## src/pbps_pkg.sv

```systemverilog
// package: timing constants and signal bundles for the power sequencer
package pbps_pkg;
   localparam int unsigned CLK_HZ = 40000000; // block clock rate
   localparam int unsigned TICK_MS = 1; // tick period in ms
   localparam int unsigned TICK_CYCLES = CLK_HZ / 1000 * TICK_MS;
   localparam int unsigned DEBOUNCE_MS = 32; // on and off debounce
   localparam int unsigned GRACE_MS = 512; // startup grace window
   localparam int unsigned FIXED_PD_MS = 64; // fixed power-down delay
   localparam int unsigned MIN_ALERT_MS = 32; // least alert pulse
   localparam int unsigned HOLD_MS = 200; // supervisor hold delay
   localparam int unsigned EXTRA_DEFAULT_MS = 16; // extra delay default
   localparam int unsigned CNT_W = 12; // ms counter width
   // raw pin inputs, all active as named
   typedef struct packed {
      logic button_n;
      logic lockout_supply_low;
      logic load_supply_monitor_low;
      logic kill_n;
   } pins_type;
endpackage : pbps_pkg

```

## src/tick_gen.sv

```systemverilog
// tick_gen: divides the block clock into a one-cycle tick pulse
`timescale 1ns/10ps
module tick_gen #(
   parameter int unsigned DIVIDE = pbps_pkg::TICK_CYCLES
) (
   input wire logic mclk_i,
   input wire logic rst_i,
   output logic tick_o
);
   logic [31:0] count; // cycles since last tick
   logic last; // terminal count reached
   assign last = (count == DIVIDE - 1);
   // free-running divider, pulse on wrap
   always_ff @(posedge mclk_i) begin
      if (rst_i || last) begin
         count <= 32'h0;
      end else begin
         count <= count + 32'h1;
      end
   end
   // tick is a registered copy of the wrap
   always_ff @(posedge mclk_i) begin
      if (rst_i) begin
         tick_o <= 1'b0;
      end else begin
         tick_o <= last;
      end
   end
endmodule : tick_gen

```

## src/push_button_power_sequencer.sv

```systemverilog
// push_button_power_sequencer: power on/off control from a push button
`timescale 1ns/10ps
module push_button_power_sequencer #(
   parameter int unsigned TICK_DIVIDE = pbps_pkg::TICK_CYCLES,
   parameter int unsigned DEBOUNCE_MS = pbps_pkg::DEBOUNCE_MS,
   parameter int unsigned GRACE_MS = pbps_pkg::GRACE_MS,
   parameter int unsigned FIXED_PD_MS = pbps_pkg::FIXED_PD_MS,
   parameter int unsigned MIN_ALERT_MS = pbps_pkg::MIN_ALERT_MS,
   parameter int unsigned HOLD_MS = pbps_pkg::HOLD_MS,
   parameter bit ACTIVE_LOW_SWITCH = 1'b0
) (
   input wire logic mclk_i,
   input wire logic rst_i,
   input wire pbps_pkg::pins_type pins_i,
   input wire logic early_warning_in_low_i,
   input wire logic [pbps_pkg::CNT_W-1:0] extra_delay_timer_i,
   output logic power_switch_o,
   output logic host_alert_n_o,
   output logic early_warning_out_n_o,
   output logic supervisor_hold_n_o
);
   localparam int W = pbps_pkg::CNT_W;
   typedef enum logic [2:0] {
      OFF, ON_DEB, GRACE, RUN, ALERT, SPENT
   } state_type;

   // three-stage synchronisers per pin
   pbps_pkg::pins_type s1, s2, s3, clean;
   always_ff @(posedge mclk_i) begin
      if (rst_i) begin
         s1 <= 4'hD;
         s2 <= 4'hD;
         s3 <= 4'hD;
      end else begin
         s1 <= pins_i;
         s2 <= s1;
         s3 <= s2;
      end
   end
   // accept a level once the second and third stages agree
   always_ff @(posedge mclk_i) begin
      if (rst_i) begin
         clean <= 4'hD;
      end else begin
         clean <= ((s2 ~^ s3) & s2) | (~(s2 ~^ s3) & clean);
      end
   end

   logic tick; // 1ms enable
   tick_gen #(.DIVIDE(TICK_DIVIDE)) u_tick (
      .mclk_i(mclk_i),
      .rst_i(rst_i),
      .tick_o(tick)
   );

   state_type state, next_state; // sequencer state
   logic [W-1:0] tmr; // ms in current low/phase
   logic [W-1:0] alert_ms; // ms since alert asserted
   logic [W-1:0] hold_ms; // ms of good supply
   logic owner_btn; // button owns power-down
   logic pwr_on; // system power on
   logic alert; // alert asserted
   logic hold; // supervisor hold asserted

   // decoded input levels
   wire btn_low = ~clean.button_n;
   wire lock_low = clean.lockout_supply_low;
   wire kill_low = ~clean.kill_n;
   wire src_low = owner_btn ? btn_low : lock_low;
   wire any_low = btn_low | lock_low;
   wire [W-1:0] forced_ms = W'(FIXED_PD_MS) + extra_delay_timer_i;
   wire deb_done = (tmr >= W'(DEBOUNCE_MS));
   wire grace_done = (tmr >= W'(GRACE_MS));
   wire forced_done = (tmr >= forced_ms);
   wire min_alert_met = (alert_ms >= W'(MIN_ALERT_MS));

   // sequencer transitions
   always_comb begin
      next_state = state;
      case (state)
         OFF: begin
            if (btn_low && !lock_low) begin
               next_state = ON_DEB;
            end
         end
         ON_DEB: begin
            if (!btn_low || lock_low) begin
               next_state = OFF;
            end else if (deb_done) begin
               next_state = GRACE;
            end
         end
         GRACE: begin
            if (!kill_low) begin
               next_state = btn_low ? SPENT : RUN;
            end else if (grace_done) begin
               next_state = OFF;
            end
         end
         RUN: begin
            if (kill_low) begin
               next_state = OFF;
            end else if (src_low && deb_done) begin
               next_state = ALERT;
            end
         end
         ALERT: begin
            // owner still low past fixed plus extra delay: forced off
            if (src_low && forced_done) begin
               next_state = OFF;
            end else if (kill_low) begin
               next_state = OFF;
            end else if (!src_low && min_alert_met) begin
               next_state = RUN;
            end
         end
         SPENT: begin
            // wait for release of the button that turned power on
            if (kill_low) begin
               next_state = OFF;
            end else if (!btn_low) begin
               next_state = RUN;
            end
         end
         default: begin
            next_state = OFF;
         end
      endcase
   end

   // the timer runs on from RUN into ALERT so the forced delay is
   // measured from the start of the owner's low level
   wire clear_tmr = ((next_state != state) &&
                     !(state == RUN && next_state == ALERT)) ||
                    (state == RUN && !src_low) ||
                    (state == ALERT && !src_low);

   // state, ownership and ms timer
   always_ff @(posedge mclk_i) begin
      if (rst_i) begin
         state <= OFF;
         tmr <= '0;
         owner_btn <= 1'b1;
      end else begin
         state <= next_state;
         if (clear_tmr) begin
            tmr <= '0;
         end else if (tick && tmr != '1) begin
            tmr <= tmr + 1'b1;
         end
         if (state == RUN && !any_low) begin
            owner_btn <= 1'b1;
         end else if (state == RUN && !src_low) begin
            // owner idle, other source low: it takes ownership
            owner_btn <= btn_low;
         end
      end
   end

   // alert pulse width counter
   always_ff @(posedge mclk_i) begin
      if (rst_i || state != ALERT) begin
         alert_ms <= '0;
      end else if (tick && alert_ms != '1) begin
         alert_ms <= alert_ms + 1'b1;
      end
   end

   assign pwr_on = (state == GRACE) || (state == RUN) ||
                   (state == ALERT) || (state == SPENT);
   assign alert = (state == ALERT);

   // registered power and alert outputs
   always_ff @(posedge mclk_i) begin
      if (rst_i) begin
         power_switch_o <= ACTIVE_LOW_SWITCH;
         host_alert_n_o <= 1'b1;
      end else begin
         power_switch_o <= ACTIVE_LOW_SWITCH ^ pwr_on;
         host_alert_n_o <= ~alert;
      end
   end

   // comparator passes straight through, no timing
   assign early_warning_out_n_o = ~early_warning_in_low_i;

   // supervisor hold: drop with monitor, release after good time
   always_ff @(posedge mclk_i) begin
      if (rst_i) begin
         hold_ms <= '0;
         hold <= 1'b1;
      end else if (clean.load_supply_monitor_low) begin
         hold_ms <= '0;
         hold <= 1'b1;
      end else if (hold && tick) begin
         hold_ms <= hold_ms + 1'b1;
         if (hold_ms + 1'b1 >= W'(HOLD_MS)) begin
            hold <= 1'b0;
         end
      end
   end
   assign supervisor_hold_n_o =
      ~(hold | clean.load_supply_monitor_low);
endmodule : push_button_power_sequencer

```

## config.mk

```make
export PLATFORM = sky130hd
export DESIGN_NAME = push_button_power_sequencer
export DESIGN_NICKNAME = d
export VERILOG_FILES = /design/src/pbps_pkg.sv /design/src/tick_gen.sv /design/src/push_button_power_sequencer.sv
export SDC_FILE = /design/constraint.sdc
export NUM_CORES = 1
export LEC_CHECK = 0
export ABC_AREA = 1
export ABC_CLOCK_PERIOD_IN_PS = 2400
export BUFFER_PORTS_ARGS = -buffer_cell sky130_fd_sc_hd__buf_2
export CAP_MARGIN = 10
export CORE_ASPECT_RATIO = 1.5
export CORE_MARGIN = 10
export CORE_UTILIZATION = 60
export CTS_CLUSTER_DIAMETER = 30
export DETAILED_ROUTE_END_ITERATION = 12
export PLACE_DENSITY_LB_ADDON = 0.3
export SYNTH_ARGS = -nofsm -noshare
export SYNTH_HDL_FRONTEND = slang
export SYNTH_SLANG_ARGS = --single-unit
export TNS_END_PERCENT = 5
```

## constraint.sdc

```tcl
create_clock -name mclk_i -period 2.4 [get_ports mclk_i]
set_input_delay 0.24 -clock mclk_i [delete_from_list [all_inputs] [get_ports mclk_i]]
set_output_delay 0.24 -clock mclk_i [all_outputs]
set_load 0.005 [all_outputs]
```

==> results of run 1 <==
[power by group through the flow]
stage	Sequential [W]	Clock, W	Combinational (W)
6_report	0.00155	0.00144	0.0000992
5_1_grt	0.00155	0.00154	0.000115
4_1_cts	0.00154	0.00147	0.0000998
3_5_place_dp	0.00158	0	0.0000985
3_3_place_gp	0.00158	0	0.0000923
2_1_floorplan	0.00158	0	0.0000650
[flip-flops by register name (all words and copies together) (netlist names), named ones only]
name and cells:
s3 4, tmr 12, u_tick.count 32, alert_ms 12
u_tick.tick_o 1, hold 1, hold_ms 12, s1 4
owner_btn 1, host_alert_n_o 1, s2 4, power_switch_o 1
state 3
[worst max-delay path, cell delays in order]
cell	delay, ps
buf_2	110
nand3_1	110
nand3b_1	190
xnor2_1	160
inv_1	70
ha_1	300
nand2_1	70
nor2_1	140
nand2_1	60
nor2_1	90
nand2_1	60
nand2_1	60
nand2_1	40
nand2_1	80
nand3_1	70
nand3_1	80
nand2_1	100
nand2_4	190
nor2_1	80
[routing by layer]
metal | up-vias | GRT usage [%] | part of all wire, %
li1 | 2422 | - | -
met1 | 2126 | 19.19 | 41
met2 | 69 | 32.78 | 53
met3 | 29 | 2.346 | 3.1
met4 | 0 | 10.28 | 3.2
met5 | - | 0 | 0
[final timing paths]
kind,from,to,cells past startpoint
min reg2reg,s1[1],s2[1],2
max reg2reg,u_tick.count[0],u_tick.count[30],12
max,extra_delay_timer_i[8],tmr[0],19
min,pins_i[0],s1[0],2
[cell usage after synthesis]
cell / instances
a211oi_1: 1
a21boi_1: 1
a21oi_1: 34
a31oi_1: 2
and3_1: 1
buf_2: 2
buf_4: 1
buf_6: 2
clkbuf_1: 7
dfxtp_1: 92
ha_1: 20
inv_1: 125
inv_2: 12
inv_4: 1
nand2_1: 151
nand2_2: 5
nand3_1: 48
nand3_2: 3
nand3b_1: 1
nand3b_2: 1
nand4_1: 17
nand4_2: 1
nand4_4: 1
nor2_1: 72
nor2_2: 17
nor2_4: 3
nor3_1: 18
nor3_2: 4
nor3b_1: 3
nor4_1: 10
nor4_2: 2
nor4_4: 1
o211ai_1: 8
o21a_1: 1
o21a_2: 1
o21ai_0: 26
o21ai_1: 6
o21bai_1: 1
o31ai_1: 1
or2_2: 10
xnor2_1: 6
xor2_1: 30
[stage by stage]
step	total power, W	hold slack [ps]	utilization [%]
floorplan	0.001643	343.8	-
global placement	0.001671	396.5	63.84
detailed placement	0.001678	401.8	63.84
CTS	0.003112	73.84	67.32
global route	0.003196	84.62	67.38
finish	0.003082	75.90	67.38
[area by class of cell]
type	instances	share of cell area [%]
timing repair buffer	24	2.194
tap	107	2.348
sequential	92	32.29
clock inverter	3	1.141
inverter	138	9.127
multi-input combinational	507	48.88
clock buffer	10	4.015
[cell families (layout without fill, tap and decap cells)]
kind of cell,after synthesis,in the layout,share of synthesized area (%)
AO/OA/AOI/OAI,82,82,8.620
buffers and inverters,150,175,11.26
adder cells (fa/ha/maj),20,20,4.802
AND/OR/NAND/NOR,369,369,33.93
XOR/XNOR,36,36,6.050
flip-flops,92,92,35.34
==> metrics, run 1 <==
run status=complete, no violations; Avg Inst Size Synth=6.958 um2; dpl hpwl=8088 um; post-CTS sizing=0; cts bufs inserted=9; most common cell after layout, fill and taps aside=nand2_1; syn_nets=788; r2r setup slk=410 ps; initial antenna violation count=0; relative slew slack=68.34%; die height=134.1 um; Ports=23; flops & latches, synth=92; vias in the first global route=4672; Synth top area share=35.34%; synthesis-to-layout area growth=9.436%; TritonCTS clock tree=done; Non-Filler Instances=881; Worst Path Required=2630 ps; critical path peak fanout=12; Max-cap violations=0; DRT antenna net count=0; Die Span X=96.10 um; Net Switching=0.0006102 W; RSZ-0062 raised after global routing=no; Worst IR Drop VDD=0.0004024 V; Total GRT Usage=18.16%; Mapped Cells=749; placed insts=868; total wire length=10730 um; Setup WS post-layout=333.4 ps; Clock power frac=46.6%; CP endpoint kind=flop; Worst-path clk slew=60 ps; Fin. Hold Viols=0; Fillers=752; Final Setup Violations=0; CP Class=primary input to flop; CTS max path bufs=2; pre-CTS setup slack=-63.89 ps; share of post-route cells with drive strength above 1=12.66%; largest net degree at the start of global routing=23; fin crit share=86.11%; fin area=5703 um2; final slew viol count=0; switch share=19.80%; PwrDens=540.4 nW/um2; drt first pass iters=4; Synth Cell Area=5211 um2; area occupied by multi-input gates=2788 um2; worst hold path class=primary input to flop; Hold Buf Count CTS=0; fmax=483.9 MHz; leak pwr=2.491 nW; critical path startpoint category=primary input; H-tree depth=3; Reg power frac=50.1%; row count=41; global-route wire length before repair=19490 um; P_int=0.002472 W; most frequent cells in the layout=nand2_1 (151), inv_1 (125), dfxtp_1 (92); Post CTS Setup Buffer Count=0; area of the die=12890 um2; Logic pwr share=3.2%; number of remaining DRC errors=0; final-stage net count=811; leading area contributor after synthesis=dfxtp_1; CP Data Arrival Time=2300 ps; setup TNS=0 ps; Clock Sink Count=92; Placed Instance Area=5404 um2; vias post-DR=4646; Clock Latency Late Sink=340 ps; gp weighted congestion=0.9549; Synth cell types=42; Buffers on Ports=22; Initial Util=61.57%; register area share after synthesis=35.34%; top cells by area, synth=dfxtp_1 (35%), nand2_1 (11%), inv_1 (9.0%), nor2_1 (5.2%), xor2_1 (5.0%); Core ar.=8464 um2; Register Area=1842 um2; skew final=4.379 ps; Root Buffer=clkbuf_16; actual slew at the worst max-slew pin=473.7 ps; diodes inserted=0; mean number of vias per cell=5.274; yosys warns=0; final critical-path required period=2067 ps; Routed wire per std cell=12.18 um; Iteration-0 DRC Markers=246; Remaining Overflow, GRT=0
Note: power is estimated with default switching activity, not from simulation.
==> run 2, diff against run 1 <==
--- a/config.mk
+++ b/config.mk
@@ -9,9 +9,11 @@
 export ABC_CLOCK_PERIOD_IN_PS = 2400
 export BUFFER_PORTS_ARGS = -buffer_cell sky130_fd_sc_hd__buf_2
 export CAP_MARGIN = 10
+export CELL_PAD_IN_SITES_DETAIL_PLACEMENT = 1
+export CELL_PAD_IN_SITES_GLOBAL_PLACEMENT = 1
 export CORE_ASPECT_RATIO = 1.5
 export CORE_MARGIN = 10
-export CORE_UTILIZATION = 60
+export CORE_UTILIZATION = 45
 export CTS_CLUSTER_DIAMETER = 30
 export DETAILED_ROUTE_END_ITERATION = 12
 export PLACE_DENSITY_LB_ADDON = 0.3
==> run 2 against run 1 <==
  * Register-to-register slack lost 110 ps
  * Maximum frequency is 3.1% lower
  * Critical path depth grew 1
  * First-iteration DRC count shrank 52%
  * Combinational power grew 7%
  * Via count up 4.2%
  * Cell area is 1.4% higher
  * Sequential cell count is the same
  * Routed wire length rose by 26%
  * Count of clock-buffer cells in the layout is the same
==> metrics, run 2 (same netlist as run 1, synthesis figures left out) <==
vias post-DR=4843 (+4.2%); Post-Route M1 WL=5237 um (+20%); fmax=469.0 MHz (-3.1%); most common cell after layout, fill and taps aside=nand2_1; actual slew at the worst max-slew pin=516.5 ps (+42.81 ps); DRT antenna net count=0 (unchanged); area of the die=16370 um2 (+27%); Top cell by count, worst path=nand2_1; Hold WS=70.83 ps (-5.078 ps); critical path peak fanout=12 (unchanged); met2 WL=7585 um (+33%); drt first pass iters=4 (unchanged); CTS max path bufs=2 (unchanged); area occupied by multi-input gates=2783 um2 (-0.18%); Placed Instance Area=5493 um2 (+1.6%); Clock Sink Count=92 (unchanged); skew final=5.611 ps (+1.232 ps); share of post-route cells with drive strength above 1=13.22% (+0.56 points); Max-cap violations=0 (unchanged); met3 WL post-DR=323 um (-2.4%); CP Class=primary input to flop; Clock Latency Late Sink=350 ps (about the same); CP max stage cell=ha_1; final-stage net count=814 (+0.37%); pre-CTS setup slack=-67.86 ps (-3.975 ps); Root Buffer=clkbuf_16; total wire length=13560 um (+26%); RSZ-0062 raised after global routing=no; most frequent cells in the layout=nand2_1 (151), inv_1 (125), dfxtp_1 (92); fin crit share=88.85% (+2.7 points); mean number of vias per cell=5.213 (-1.1%); worst hold path class=primary input to flop; Total GRT Usage=16.90% (-1.3 points); largest net degree at the start of global routing=22 (-4.3%); vias in the first global route=5305 (+14%); Worst Path Required=2650 ps (+20 ps); Largest Register=u_tick.count; final slew viol count=0 (unchanged); max reg flops=32 (unchanged); Iteration-0 DRC Markers=118 (-52%); critical path startpoint category=primary input; global-route wire length before repair=23280 um (+19%); die height=151.8 um (+13%); Fin. Hold Viols=0 (unchanged); Fillers=1512 (+100%); synthesis-to-layout area growth=11.00%; Buf+Inv Stages, Crit Path=3 (+1); Die Span X=107.9 um (+12%); CP Data Arrival Time=2380 ps (+80 ps); Setup WS post-layout=267.6 ps (-65.81 ps); Core ar.=11410 um2 (+35%); H-tree depth=3 (unchanged); Routed wire per std cell=14.60 um (+20%); final critical-path required period=2132 ps (+65.81 ps); row count=48 (+17%); uppermost layer routed=met4; cts bufs inserted=9 (unchanged); CP max stage delay=290 ps (about the same); run status=complete, no violations; Remaining Overflow, GRT=0 (unchanged); number of remaining DRC errors=0 (unchanged); Register Area=1842 um2 (unchanged); Hold Buf Count CTS=0 (unchanged); post-CTS sizing=0 (unchanged); fin area=5784 um2 (+1.4%); Worst-path clk slew=60 ps (about the same); gp weighted congestion=0.8577 (-10%); Buffers on Ports=22 (unchanged); PwrDens=534.2 nW/um2 (-1.2%); Worst IR Drop VDD=0.0003820 V (-5.1%); CP top delay family=simple AND/OR/NAND/NOR gates; initial antenna violation count=0 (unchanged); TritonCTS clock tree=done; relative slew slack=65.25% (-3.1 points); dpl hpwl=10310 um (+27%); Post CTS Setup Buffer Count=0 (unchanged); Final Setup Violations=0 (unchanged); Ports=23 (unchanged); Initial Util=45.67% (-16 points); diodes inserted=0 (unchanged); leak pwr=2.499 nW (+0.34%); critical-path cell list=buf_2 > nand3_1 > nand3b_1 > xnor2_1 > inv_1 > ha_1 > nand2_1 > nor2_1 > nand2_1 > nor2_1 > nand2_1 > nand2_1 > nand2_1 > nand2_1 > nand3_1 > nand3_1 > nand2_1 > nand2_2 > buf_12 > nor2_1; CP endpoint kind=flop
[run 2: metal layers]
metal  track usage [%]  up-vias
li1                  -     2415
met1             16.70     2323
met2             32.49       69
met3             2.540       36
met4             8.110        0
met5                 0        -
[run 2: layout make-up]
type / instances / share of cell area [%]
clock buffers: 10 / 3.958
clock inverters: 5 / 1.082
inverters: 138 / 8.998
multi-input cells: 507 / 48.11
flip-flops and latches: 92 / 31.84
well taps: 150 / 3.245
repair buffers: 27 / 2.769
[run 2: worst paths after layout]
check | end | depth (start not counted) | slack (ps) | from
worst max-delay path | tmr[0] | 20 | 270 | extra_delay_timer_i[8]
worst min-delay path | s1[0] | 2 | 70 | pins_i[0]
worst max register to register | tmr[0] | 16 | 300 | tmr[0]
worst min register to register | s2[1] | 2 | 400 | s1[1]
[run 2: power by group]
group | internal (W) | switching (W) | leakage [nW]
clock network | 0.000808 | 0.000631 | 0.135
registers | 0.00154 | 0.00000626 | 0.744
logic | 0.0000441 | 0.0000623 | 1.62
total | 0.00239 | 0.000700 | 2.50
[run 2: stage by stage]
stage                     instances  TNS [ps]  power [W]  utilization (%)
final                           929         0   0.003090            50.69
after floorplan                 749         0   0.001643                -
after detailed placement        914    -634.0   0.001688            48.14
after global routing            929         0   0.003192            50.69
after global placement          914         0   0.001679            48.14
after CTS                       929         0   0.003120            50.69
==> run 3, diff against run 2 <==
--- a/config.mk
+++ b/config.mk
@@ -6,7 +6,7 @@
 export NUM_CORES = 1
 export LEC_CHECK = 0
 export ABC_AREA = 1
-export ABC_CLOCK_PERIOD_IN_PS = 2400
+export ABC_CLOCK_PERIOD_IN_PS = 2300
 export BUFFER_PORTS_ARGS = -buffer_cell sky130_fd_sc_hd__buf_2
 export CAP_MARGIN = 10
 export CELL_PAD_IN_SITES_DETAIL_PLACEMENT = 1
==> constraint.sdc (replaced) <==
create_clock -name mclk_i -period 2.3 [get_ports mclk_i]
set_input_delay 0.23 -clock mclk_i [delete_from_list [all_inputs] [get_ports mclk_i]]
set_output_delay 0.23 -clock mclk_i [all_outputs]
set_load 0.005 [all_outputs]
==> run 3 against run 2 <==
  * Count of clock-buffer cells in the layout did not move
  * Clock power rose by 9%
  * Utilization rose by 0.26 points
  * Critical path depth did not move
  * Worst hold slack got worse by 3.7 ps
  * Cell count rose by 0.11%
  * Global-route usage rose by 0.070 points
  * Critical path type unchanged
==> metrics, run 3 (same netlist as run 1, synthesis figures left out) <==
dpl hpwl=10260 um (-0.52%); Setup WS post-layout=285.0 ps (+17.38 ps); die height=151.8 um (unchanged); number of remaining DRC errors=0 (unchanged); initial antenna violation count=0 (unchanged); Worst Path Required=2540 ps (-110 ps); Core ar.=11410 um2 (unchanged); final slew viol count=0 (unchanged); total wire length=13280 um (-2.1%); CP top delay family=simple AND/OR/NAND/NOR gates; actual slew at the worst max-slew pin=418.4 ps (-98.13 ps); Final Power=0.003297 W (+6.7%); row count=48 (unchanged); diodes inserted=0 (unchanged); most frequent cells in the layout=nand2_1 (151), inv_1 (125), dfxtp_1 (92); CP max stage delay=290 ps (about the same); Routed wire per std cell=14.28 um (-2.2%); Remaining Overflow, GRT=0 (unchanged); Buffers on Ports=22 (unchanged); leak pwr=2.517 nW (+0.73%); Clock Latency Late Sink=340 ps (about the same); post-CTS sizing=0 (unchanged); Buf+Inv Stages, Crit Path=3 (unchanged); pre-CTS setup slack=-170.7 ps (-102.8 ps); final-stage net count=815 (+0.12%); RSZ-0062 raised after global routing=no; fmax=496.3 MHz; CP endpoint kind=flop; largest net degree at the start of global routing=20 (-9.1%); CTS max path bufs=2 (unchanged); global-route wire length before repair=23320 um (+0.15%); Ports=23 (unchanged); run status=complete, no violations; vias in the first global route=5281 (-0.45%); synthesis-to-layout area growth=11.57%; H-tree depth=3 (unchanged); critical-path cell list=buf_2 > nand3_2 > nand3b_1 > xnor2_1 > inv_1 > ha_1 > nand2_1 > nor2_2 > nand2_1 > nor2_1 > nand2_1 > nand2_1 > nand2_1 > nand2_1 > nand3_1 > nand3_1 > nand2_1 > nand2_2 > buf_12 > nor2_1; DRT antenna net count=0 (unchanged); gp weighted congestion=0.8430 (-1.7%); Max-cap violations=0 (unchanged); Clock Sink Count=92 (unchanged); vias post-DR=4806 (-0.76%); area of the die=16370 um2 (unchanged); CP Data Arrival Time=2250 ps (-130 ps); Hold Buf Count CTS=0 (unchanged); Top cell by count, worst path=nand2_1; CP Class=primary input to flop; Initial Util=45.67% (unchanged); Total GRT Usage=16.97% (+0.070 points); critical path peak fanout=12 (unchanged); Die Span X=107.9 um (unchanged); relative slew slack=71.85% (+6.6 points); setup TNS=0 ps (unchanged); placed insts=915 (+0.11%); Post CTS Setup Buffer Count=0 (unchanged); final critical-path required period=2015 ps; Final Setup Violations=0 (unchanged); cts bufs inserted=9 (unchanged); Iteration-0 DRC Markers=121 (+2.5%); PwrDens=567.0 nW/um2 (+6.1%); TritonCTS clock tree=done; critical path startpoint category=primary input; Worst IR Drop VDD=0.0003123 V (-18%); Non-Filler Instances=930 (+0.11%); Root Buffer=clkbuf_16; worst hold path class=primary input to flop; skew final=4.356 ps (-1.255 ps); Worst-path clk slew=60 ps (about the same); max reg flops=32 (unchanged); fin crit share=87.61%; CP max stage cell=ha_1; Largest Register=u_tick.count; Fin. Hold Viols=0 (unchanged); drt first pass iters=4 (unchanged); share of post-route cells with drive strength above 1=13.59% (+0.37 points); most common cell after layout, fill and taps aside=nand2_1; mean number of vias per cell=5.168 (-0.87%)
==> run 3: cell types whose count changed in the layout (fill, tap and decap cells not counted) <==
cell        change
nand3_1         -1
bufinv_16       +1
nor2_1          -1
nor2_2          +1
buf_4           +1
nand3_2         +1
clkinvlp_4      -1
clkinv_4        -1
clkinv_2        +2
inv_6           -1
==> run 3: through the flow <==
stage	instance area [um2]	hold slack (ps)	util, %
6_report	5814	67.14	50.95
5_1_grt	5814	68.60	50.95
4_1_cts	5807	63.71	50.89
3_5_place_dp	5500	402.6	48.20
3_3_place_gp	5500	402.4	48.20
2_1_floorplan	5211	333.8	-
==> run 3: final timing paths <==
check             slack (ps)              startpoint          endpoint  cells after the start
setup reg to reg         320         u_tick.count[0]  u_tick.count[30]                     12
setup / recovery         290  extra_delay_timer_i[6]            tmr[0]                     20
hold / removal            70               pins_i[0]             s1[0]                      2
hold reg to reg          420                   s1[3]             s2[3]                      1
==> run 3: area by class of cell <==
type | count | area, um2
flip-flops and latches | 92 | 1842
well taps | 150 | 187.7
clock buffers | 10 | 229.0
clock inverters | 5 | 77.57
repair buffers | 28 | 167.7
inverters | 138 | 520.5
multi-input cells | 507 | 2790
fillers | 1511 | 5597
==> run 3: worst reg2reg max path: stages, from the launching register on <==
cell	delay, ps
dfxtp_1	360
ha_1	180
nand2_1	90
nor2_2	190
nand2_1	150
nor2_2	150
nand2_1	120
nor2_2	190
nand2_1	140
nor3_1	160
nor2_1	70
nand2_1	70
inv_1	40
==> run 3: per-layer routing <==
| layer | vias up | global-route usage (%) | wire (um) |
|---|---|---|---|
| met5 | - | 0 | 0 |
| met4 | 0 | 6.897 | 286 |
| met3 | 28 | 3.091 | 334 |
| met2 | 46 | 32.64 | 7463 |
| met1 | 2311 | 16.93 | 5197 |
| li1 | 2421 | - | - |
==> run 3: power breakdown <==
part | leakage, nW | internal, W | switching (W)
logic | 1.62 | 0.0000465 | 0.0000660
registers | 0.744 | 0.00161 | 0.00000664
clock network | 0.148 | 0.000943 | 0.000629
